===== src/field_trigger_consts.vh =====
/*
 * Constants for the field trigger pulse generator: register offsets, field
 * positions, reset values and serial frame widths.
 * Assumes inclusion by bare name from the pulse generator and serial port design files.
 */
// Functional notes
// - generate trigger pulse, drive onto align pin
// - waveform from second shutter polarity and toggles
// - ignore shutter field settings, use mode count
// - control bits 2:0 select target field count
// - control bit 3 enables pulse output
// - direction bit 0: 0 output, 1 sync input
// - default configuration drives pulse on pin
// - polarity bit 1 sets field start level
// - first toggle at on line and pixel
// - second toggle at off line and pixel
// - serial writes apply at next drive falling edge; here they apply at the first hd fall at or after a vd fall
// - vertical drive falling edge advances field count
`ifndef FIELD_TRIGGER_CONSTS_VH
`define FIELD_TRIGGER_CONSTS_VH

// serial frame: address then data, both lsb first
`define SER_ADDR_W        12
`define SER_DATA_W        28
`define SER_FRAME_W       40

// register offsets
`define ADDR_PIN_DIR      12'h0012
`define ADDR_START_POL    12'h0072
`define ADDR_ON_POS       12'h0074
`define ADDR_OFF_POS      12'h0076
`define ADDR_PULSE_CTRL   12'h00f1

// field positions
`define DIR_BIT           0
`define POL_BIT           1
`define CTRL_SEL_HI       2
`define CTRL_SEL_LO       0
`define CTRL_EN_BIT       3
`define POS_LINE_HI       11
`define POS_LINE_LO       0
`define POS_PIX_HI        25
`define POS_PIX_LO        13

// reset values
`define RST_PIN_DIR       1'b0
`define RST_START_POL     1'b0
`define RST_CTRL          4'h0
`define RST_LINE          12'h000
`define RST_PIX           13'h0000

`endif


===== src/field_trigger_pulse_gen.v =====
/*
 * Field trigger pulse generator of the timing core. Holds the pulse
 * registers written over the serial port, counts mode fields, places the
 * pulse inside the selected field and drives it on the shared align pin.
 * Assumes the mode sequencer supplies the number of fields in its sequence
 * and that drive strobes and serial pins are synchronous to mclk.
 */
`timescale 1ns/1ps
`include "field_trigger_consts.vh"

module field_trigger_pulse_gen #(
	parameter LINE_W  = 12,
	parameter PIX_W   = 13,
	parameter FIELD_W = 3
) (
	// clock and reset
	input  wire               mclk_in,
	input  wire               rst_n_in,
	// serial register port
	input  wire               sclk_in,
	input  wire               sdata_in,
	input  wire               sload_n_in,
	// drive strobes
	input  wire               vertical_drive_strobe_in,
	input  wire               horizontal_drive_strobe_in,
	// mode sequencer
	input  wire [FIELD_W-1:0] mode_field_total_in,
	// align pin
	input  wire               align_pin_in,
	output reg                align_pin_out,
	output reg                align_pin_oe_out,
	// to timing core
	output reg                ext_sync_out,
	output reg                field_trigger_pulse_out,
	output reg  [FIELD_W-1:0] field_count_out
);

	// serial write strobe
	wire                   wr;
	wire [`SER_ADDR_W-1:0] wr_addr;
	wire [`SER_DATA_W-1:0] wr_data;

	// drive strobe edges
	reg  vd_q;
	reg  hd_q;
	wire vd_fall;
	wire hd_fall;

	// position
	wire [LINE_W-1:0] line_pos;
	wire [PIX_W-1:0]  pixel_pos;

	// written copies
	reg               pin_dir_q;
	reg               start_pol_q;
	reg  [3:0]        ctrl_q;
	reg  [LINE_W-1:0] on_line_q;
	reg  [PIX_W-1:0]  on_pix_q;
	reg  [LINE_W-1:0] off_line_q;
	reg  [PIX_W-1:0]  off_pix_q;

	// active copies
	reg               act_dir_q;
	reg               act_pol_q;
	reg  [3:0]        act_ctrl_q;
	reg  [LINE_W-1:0] act_on_line_q;
	reg  [PIX_W-1:0]  act_on_pix_q;
	reg  [LINE_W-1:0] act_off_line_q;
	reg  [PIX_W-1:0]  act_off_pix_q;
	reg               update_pend_q;
	wire              update_now;

	// pulse state
	reg                level_q;
	reg                level_d;
	reg  [FIELD_W-1:0] field_q;
	reg  [FIELD_W-1:0] field_d;
	wire               in_field;
	wire               hit_on;
	wire               hit_off;
	wire               pulse_en;

	serial_write_port u_serial (
		.mclk_in     (mclk_in),
		.rst_n_in    (rst_n_in),
		.sclk_in     (sclk_in),
		.sdata_in    (sdata_in),
		.sload_n_in  (sload_n_in),
		.wr_out      (wr),
		.wr_addr_out (wr_addr),
		.wr_data_out (wr_data)
	);

	always @(posedge mclk_in or negedge rst_n_in) begin
		if (!rst_n_in) begin
			vd_q <= 1'b1;
			hd_q <= 1'b1;
		end else begin
			vd_q <= vertical_drive_strobe_in;
			hd_q <= horizontal_drive_strobe_in;
		end
	end

	assign vd_fall = vd_q & ~vertical_drive_strobe_in;
	assign hd_fall = hd_q & ~horizontal_drive_strobe_in;

	drive_position_counter #(
		.LINE_W (LINE_W),
		.PIX_W  (PIX_W)
	) u_pos (
		.mclk_in    (mclk_in),
		.rst_n_in   (rst_n_in),
		.vd_fall_in (vd_fall),
		.hd_fall_in (hd_fall),
		.line_out   (line_pos),
		.pixel_out  (pixel_pos)
	);

	// serial-side register file; unmapped addresses are ignored
	always @(posedge mclk_in or negedge rst_n_in) begin
		if (!rst_n_in) begin
			pin_dir_q   <= `RST_PIN_DIR;
			start_pol_q <= `RST_START_POL;
			ctrl_q      <= `RST_CTRL;
			on_line_q   <= `RST_LINE;
			on_pix_q    <= `RST_PIX;
			off_line_q  <= `RST_LINE;
			off_pix_q   <= `RST_PIX;
		end else if (wr) begin
			if (wr_addr == `ADDR_PIN_DIR) begin
				pin_dir_q <= wr_data[`DIR_BIT];
			end else if (wr_addr == `ADDR_START_POL) begin
				start_pol_q <= wr_data[`POL_BIT];
			end else if (wr_addr == `ADDR_ON_POS) begin
				on_line_q <= wr_data[`POS_LINE_HI:`POS_LINE_LO];
				on_pix_q  <= wr_data[`POS_PIX_HI:`POS_PIX_LO];
			end else if (wr_addr == `ADDR_OFF_POS) begin
				off_line_q <= wr_data[`POS_LINE_HI:`POS_LINE_LO];
				off_pix_q  <= wr_data[`POS_PIX_HI:`POS_PIX_LO];
			end else if (wr_addr == `ADDR_PULSE_CTRL) begin
				ctrl_q <= wr_data[3:0];
			end
		end
	end

	assign update_now = hd_fall & (update_pend_q | vd_fall);

	// written values go live at the first hd fall at or after a vd fall
	always @(posedge mclk_in or negedge rst_n_in) begin
		if (!rst_n_in) begin
			update_pend_q  <= 1'b0;
			act_dir_q      <= `RST_PIN_DIR;
			act_pol_q      <= `RST_START_POL;
			act_ctrl_q     <= `RST_CTRL;
			act_on_line_q  <= `RST_LINE;
			act_on_pix_q   <= `RST_PIX;
			act_off_line_q <= `RST_LINE;
			act_off_pix_q  <= `RST_PIX;
		end else begin
			if (update_now) begin
				update_pend_q  <= 1'b0;
				act_dir_q      <= pin_dir_q;
				act_pol_q      <= start_pol_q;
				act_ctrl_q     <= ctrl_q;
				act_on_line_q  <= on_line_q;
				act_on_pix_q   <= on_pix_q;
				act_off_line_q <= off_line_q;
				act_off_pix_q  <= off_pix_q;
			end else if (vd_fall) begin
				update_pend_q <= 1'b1;
			end
		end
	end

	// field count follows the mode sequence, not shutter field settings
	always @* begin
		field_d = field_q;
		if (vd_fall) begin
			// one extra bit so the top count cannot wrap before the compare
			if ({1'b0, field_q} + {{FIELD_W{1'b0}}, 1'b1} >= {1'b0, mode_field_total_in})
				field_d = {FIELD_W{1'b0}};
			else
				field_d = field_q + {{(FIELD_W-1){1'b0}}, 1'b1};
		end
	end

	assign pulse_en = act_ctrl_q[`CTRL_EN_BIT];
	assign in_field = (field_q == act_ctrl_q[`CTRL_SEL_HI:`CTRL_SEL_LO]);
	assign hit_on   = (line_pos == act_on_line_q) && (pixel_pos == act_on_pix_q);
	assign hit_off  = (line_pos == act_off_line_q) && (pixel_pos == act_off_pix_q);

	always @* begin
		level_d = level_q;
		if (update_now) begin
			// new polarity goes live here, so start the field at its level
			level_d = start_pol_q;
		end else if (vd_fall || !pulse_en || !in_field) begin
			level_d = act_pol_q;
		end else if (hit_off) begin
			level_d = act_pol_q;
		end else if (hit_on) begin
			level_d = ~act_pol_q;
		end
	end

	always @(posedge mclk_in or negedge rst_n_in) begin
		if (!rst_n_in) begin
			field_q                 <= {FIELD_W{1'b0}};
			level_q                 <= `RST_START_POL;
			field_count_out         <= {FIELD_W{1'b0}};
			field_trigger_pulse_out <= `RST_START_POL;
			align_pin_out           <= `RST_START_POL;
			align_pin_oe_out        <= 1'b1;
			ext_sync_out            <= 1'b0;
		end else begin
			field_q                 <= field_d;
			level_q                 <= level_d;
			field_count_out         <= field_d;
			field_trigger_pulse_out <= level_d;
			align_pin_out           <= level_d;
			align_pin_oe_out        <= ~act_dir_q;
			ext_sync_out            <= act_dir_q & align_pin_in;
		end
	end

endmodule


===== src/serial_write_port.v =====
/*
 * Three-wire serial write port. Collects an address and data frame while
 * the load strobe is low and issues one write pulse when it rises after a 40-bit frame.
 * Assumes sclk, sdata and load are synchronous to mclk and much slower.
 */
`timescale 1ns/1ps
`include "field_trigger_consts.vh"

module serial_write_port (
	// clock and reset
	input  wire                   mclk_in,
	input  wire                   rst_n_in,
	// serial pins
	input  wire                   sclk_in,
	input  wire                   sdata_in,
	input  wire                   sload_n_in,
	// write strobe
	output reg                    wr_out,
	output reg  [`SER_ADDR_W-1:0] wr_addr_out,
	output reg  [`SER_DATA_W-1:0] wr_data_out
);

	reg  [`SER_FRAME_W-1:0] shift_q;
	reg  [5:0]              count_q;
	reg                     sclk_q;
	reg                     sload_n_q;
	wire                    sclk_rise;
	wire                    load_rise;

	assign sclk_rise = sclk_in & ~sclk_q & ~sload_n_in;
	assign load_rise = sload_n_in & ~sload_n_q;

	always @(posedge mclk_in or negedge rst_n_in) begin
		if (!rst_n_in) begin
			shift_q     <= {`SER_FRAME_W{1'b0}};
			count_q     <= 6'h00;
			sclk_q      <= 1'b0;
			sload_n_q   <= 1'b1;
			wr_out      <= 1'b0;
			wr_addr_out <= {`SER_ADDR_W{1'b0}};
			wr_data_out <= {`SER_DATA_W{1'b0}};
		end else begin
			sclk_q    <= sclk_in;
			sload_n_q <= sload_n_in;
			wr_out    <= 1'b0;
			if (sload_n_in) begin
				count_q <= 6'h00;
			end else if (sclk_rise) begin
				// lsb first: new bit enters at the top
				shift_q <= {sdata_in, shift_q[`SER_FRAME_W-1:1]};
				if (count_q != 6'h3f)
					count_q <= count_q + 6'h01;
			end
			// short or long frames are dropped
			if (load_rise && count_q == 6'h28) begin
				wr_out      <= 1'b1;
				wr_addr_out <= shift_q[`SER_ADDR_W-1:0];
				wr_data_out <= shift_q[`SER_FRAME_W-1:`SER_ADDR_W];
			end
		end
	end

endmodule


===== src/drive_position_counter.v =====
/*
 * Line and pixel position counter framed by the drive strobes.
 * Assumes strobe falling edges arrive as one-cycle pulses from the caller.
 */
`timescale 1ns/1ps

module drive_position_counter #(
	parameter LINE_W = 12,
	parameter PIX_W  = 13
) (
	// clock and reset
	input  wire              mclk_in,
	input  wire              rst_n_in,
	// strobe edges
	input  wire              vd_fall_in,
	input  wire              hd_fall_in,
	// position
	output reg  [LINE_W-1:0] line_out,
	output reg  [PIX_W-1:0]  pixel_out
);

	always @(posedge mclk_in or negedge rst_n_in) begin
		if (!rst_n_in) begin
			line_out  <= {LINE_W{1'b0}};
			pixel_out <= {PIX_W{1'b0}};
		end else begin
			if (hd_fall_in)
				pixel_out <= {PIX_W{1'b0}};
			else if (pixel_out != {PIX_W{1'b1}})
				pixel_out <= pixel_out + {{(PIX_W-1){1'b0}}, 1'b1};
			if (vd_fall_in)
				line_out <= {LINE_W{1'b0}};
			else if (hd_fall_in && line_out != {LINE_W{1'b1}})
				line_out <= line_out + {{(LINE_W-1){1'b0}}, 1'b1};
		end
	end

endmodule


===== config.mk =====
export PLATFORM = sky130hd
export DESIGN_NAME = field_trigger_pulse_gen
export DESIGN_NICKNAME = d
export VERILOG_FILES = /design/src/field_trigger_pulse_gen.v /design/src/serial_write_port.v /design/src/drive_position_counter.v
export VERILOG_INCLUDE_DIRS = /design/src
export SDC_FILE = /design/constraint.sdc
export NUM_CORES = 1
export LEC_CHECK = 0
export ABC_AREA = 1
export BUFFER_PORTS_ARGS = -buffer_cell sky130_fd_sc_hd__buf_2
export CAP_MARGIN = 20
export CORE_MARGIN = 2
export CORE_UTILIZATION = 35
export DETAILED_ROUTE_END_ITERATION = 7
export GPL_ROUTABILITY_DRIVEN = 0
export HOLD_SLACK_MARGIN = 0.15
export PLACE_DENSITY = 0.57
export SLEW_MARGIN = 20
export SYNTH_ARGS = -nofsm -noshare
export SYNTH_HDL_FRONTEND = slang
export SYNTH_SLANG_ARGS = --single-unit

===== constraint.sdc =====
create_clock -name mclk_in -period 2.3 [get_ports mclk_in]
set_input_delay 0 -clock mclk_in [delete_from_list [all_inputs] [get_ports mclk_in]]
set_output_delay 0 -clock mclk_in [all_outputs]
set_load 0.01 [all_outputs]

==> results.cfg <==
[status]
outcome = finished, final reports clean

[worst_setup_path]
r2r_cells = 8
crit_required_ps = 2740
path_cells = ha_1, xnor2_1, inv_1, ha_1, a311oi_2, nand3_1, dlygate4sd3_1, o21ai_0
critPathKind = flop to flop
cpMostUsedCell = ha_1
cp_slowest_cell = dlygate4sd3_1
reg2reg_to = field_q[1]
reg2reg_setup_slack_ps = 110
cpPeakStageDelay_ps = 570
crit-reg2reg-launch = field_q[0]
startpoint = field_q[0]
arrival_ps = 2630
cp-start-kind = flop
critPathCaptureType = flop
cp_max_fo = 5

[floorplan]
core_area_mm2 = 0.02801
row_count = 61
start_util_pct = 35.74
fp.dieH_um = 173.1
die_x_um = 173.1
boundaryPins = 18
die-area_mm2 = 0.02997

[pwr]
p_int_mw = 7.125
total_power_mw = 9.415
p_clk_share_pct = 43.9
p_switching_mw = 2.290
power_density_mw_per_mm2 = 808.6
vdd.ir_drop.worst_v = 0.0004351
p_sw_share_pct = 24.32
comb_power_share_pct = 9.4
cellLeakagePower_nw = 5.491
seqPwrFrac_pct = 46.7

[finish]
syn2layout_area_growth_pct = 16.31
final_area_mm2 = 0.01164
fin_cells = 1597
regArea_mm2 = 0.005813
diodes = 0
drive_gt1_share_pct = 8.203
n_fill_cell = 2842
final_core_util_pct = 41.57
multi_input_area_mm2 = 0.003468
fin_nets = 1218

[drt]
dr.pass1.iters = 5
via_per_inst = 4.522
vias = 7222
route.detailed.drc = 0
routedWlPerCell_um = 12.76
drt_iter0_drc = 445
wirelength_um = 20370
ant_nets = 0

[sta]
slew-limit-headroom_pct = 60.73
skew_ps = 22.54
fin_crit_sh_pct = 95.15
fin_crit_ps = 2188
tns_ps = 0
fin_hold_ws_ps = 215.4
fmax_mhz = 457.0
setup_violations = 0
drv_slew = 0
hold_viol = 0
fin_ws_ps = 111.6
worst_slew_pin_slew_ps = 589.0

[grt]
grt_util_met2_pct = 23.03
antenna_found_initial = 0
gr-total-overflow = 0
grt.met3_usage_pct = 2.067
grt_pass1_vias = 7284
grt_usage_pct = 14.19
use_met1_pct = 19.96
grt_max_degree = 74
grt_pass1_wl_um = 36090
busiest_layer = met2

[place]
hpwl_um = 13680
place_ws_ps = 422.0
placed_cell_area_mm2 = 0.01056
dp_cells = 1528
port_buffers = 17

[yosys]
synth_top_area_share_pct = 56.99
ys_seq_elements = 232
syn-instance-count = 1161
yosys.area_share.simple_pct = 19.84
synth_mux_area_share_pct = 0.1125
synth_xor_area_share_pct = 3.325
ys_types = 34
syn_nets = 1180
synthTopCellsByCount = nand2_1, dfrtp_1, o21ai_0
synth_fa_ha_area_share_pct = 0.9999
synth.yosys.warnings = 0
yosysTopAreaCell = dfrtp_1
synth_top_family_by_area = simple AND/OR/NAND/NOR gates
synth_edf_count = 0
syn_area_mm2 = 0.01001
synthFlopType = dfrtp_1
async_reset_ff_share_pct = 100.0
ys_seq_area_share_pct = 58.04
syn_area_per_cell_um2 = 8.623
yosysMostFrequentCell = nand2_1
synth-compound-area-share_pct = 10.20
synth_area_leaders = dfrtp_1, nand2_1, o21ai_0, inv_1, xnor2_1

[min_path]
holdPathStages = 4
min_to = ext_sync_out
holdCritStartpoint = align_pin_in
hold_path.class = input pin to flop

[cts]
path_clk_slew_ps = 60
cts_made_buffers = 26
cts-root-buf = clkbuf_16
cts.path.max_buffers = 3
cts.sinks = 232
clk_latency_ps = 530
h-tree-depth = 1
cts_tree = built

[flow_run]
max_cap_viol_count = 0
[power groups by stage]
| stage | logic [mW] | registers, mW | clock network, mW |
|---|---|---|---|
| 6_report | 0.884 | 4.40 | 4.13 |
| 5_1_grt | 1.04 | 4.42 | 4.43 |
| 4_1_cts | 0.809 | 4.40 | 4.25 |
| 3_5_place_dp | 0.778 | 4.48 | 0 |
| 3_3_place_gp | 0.773 | 4.47 | 0 |
| 2_1_floorplan | 0.505 | 4.44 | 0 |
[layout by cell type, fill, tap and decap left out, drive strengths merged, types with 4 or more instances in the layout]
master and n:
a21oi 16, buf 38, clkbuf 42, clkinv 6, dfrtp 228, dfstp 4
dlygate4sd3 16, ha 8, inv 147, nand2 374, nand3 33, nand4 10
nor2 47, nor3 19, nor4 8, o21ai 175, xnor2 21, xor2 17
[area by class of cell]
cell class | instances | share of cell area (%)
Clock inverter | 6 | 0.5050
Timing Repair Buffer | 54 | 3.976
Inverter | 148 | 4.771
Multi-Input combinational cell | 737 | 29.79
Clock buffer | 42 | 6.974
Tap cell | 378 | 4.062
Sequential cell | 232 | 49.92
[metal layers]
layer  wire length (um)  vias up
li1                   -     3721
met1              10170     3384
met2               9157       91
met3                709       26
met4                331        0
met5                  0        -
[flip-flops by register name, summed over array words and instances, names as in the netlist, 13 cells and up]
register	count
u_serial.shift_q	40
u_serial.wr_data_out	25
act_off_pix_q	13
act_on_pix_q	13
off_pix_q	13
on_pix_q	13
u_pos.pixel_out	13
[worst max-delay path: cells and delay by family (launching register included)]
family,cells,cell delay (ps)
xor gates and xnor gates,1,210
adders and majority gates,2,420
buffers and inverters,2,640
DFF,1,440
and+or+nand+nor,1,90
AOI/OAI and AO/OA,2,310
[repair_timing]
action / in CTS / in global routing
hold buffers: 16 / 0
buffers inserted: 0 / 5
hold endpoints to repair: 269 / 0
setup endpoints to repair: 0 / 1
resized for setup: 0 / 5
[cells by family (layout without fill, tap and decap cells)]
kind of cell,after synthesis,in the layout
muxes,1,1
DFF,232,232
buffers and inverters,192,250
and+or+nand+nor,492,492
AOI/OAI and AO/OA,198,198
xor gates and xnor gates,38,38
adders and majority gates,8,8
[how the worst max path moves through the flow]
stage                                     to  cells past startpoint  slack, ps
final                             field_q[1]                      8        110
after CTS                         field_q[1]                      8         40
after detailed placement  u_pos.pixel_out[7]                      7        420
after global placement    u_pos.pixel_out[7]                      7        460
after floorplan            u_pos.line_out[8]                     11        640
after global routing              field_q[1]                      8       -120
No activity file was read; power rests on OpenSTA's default activity.
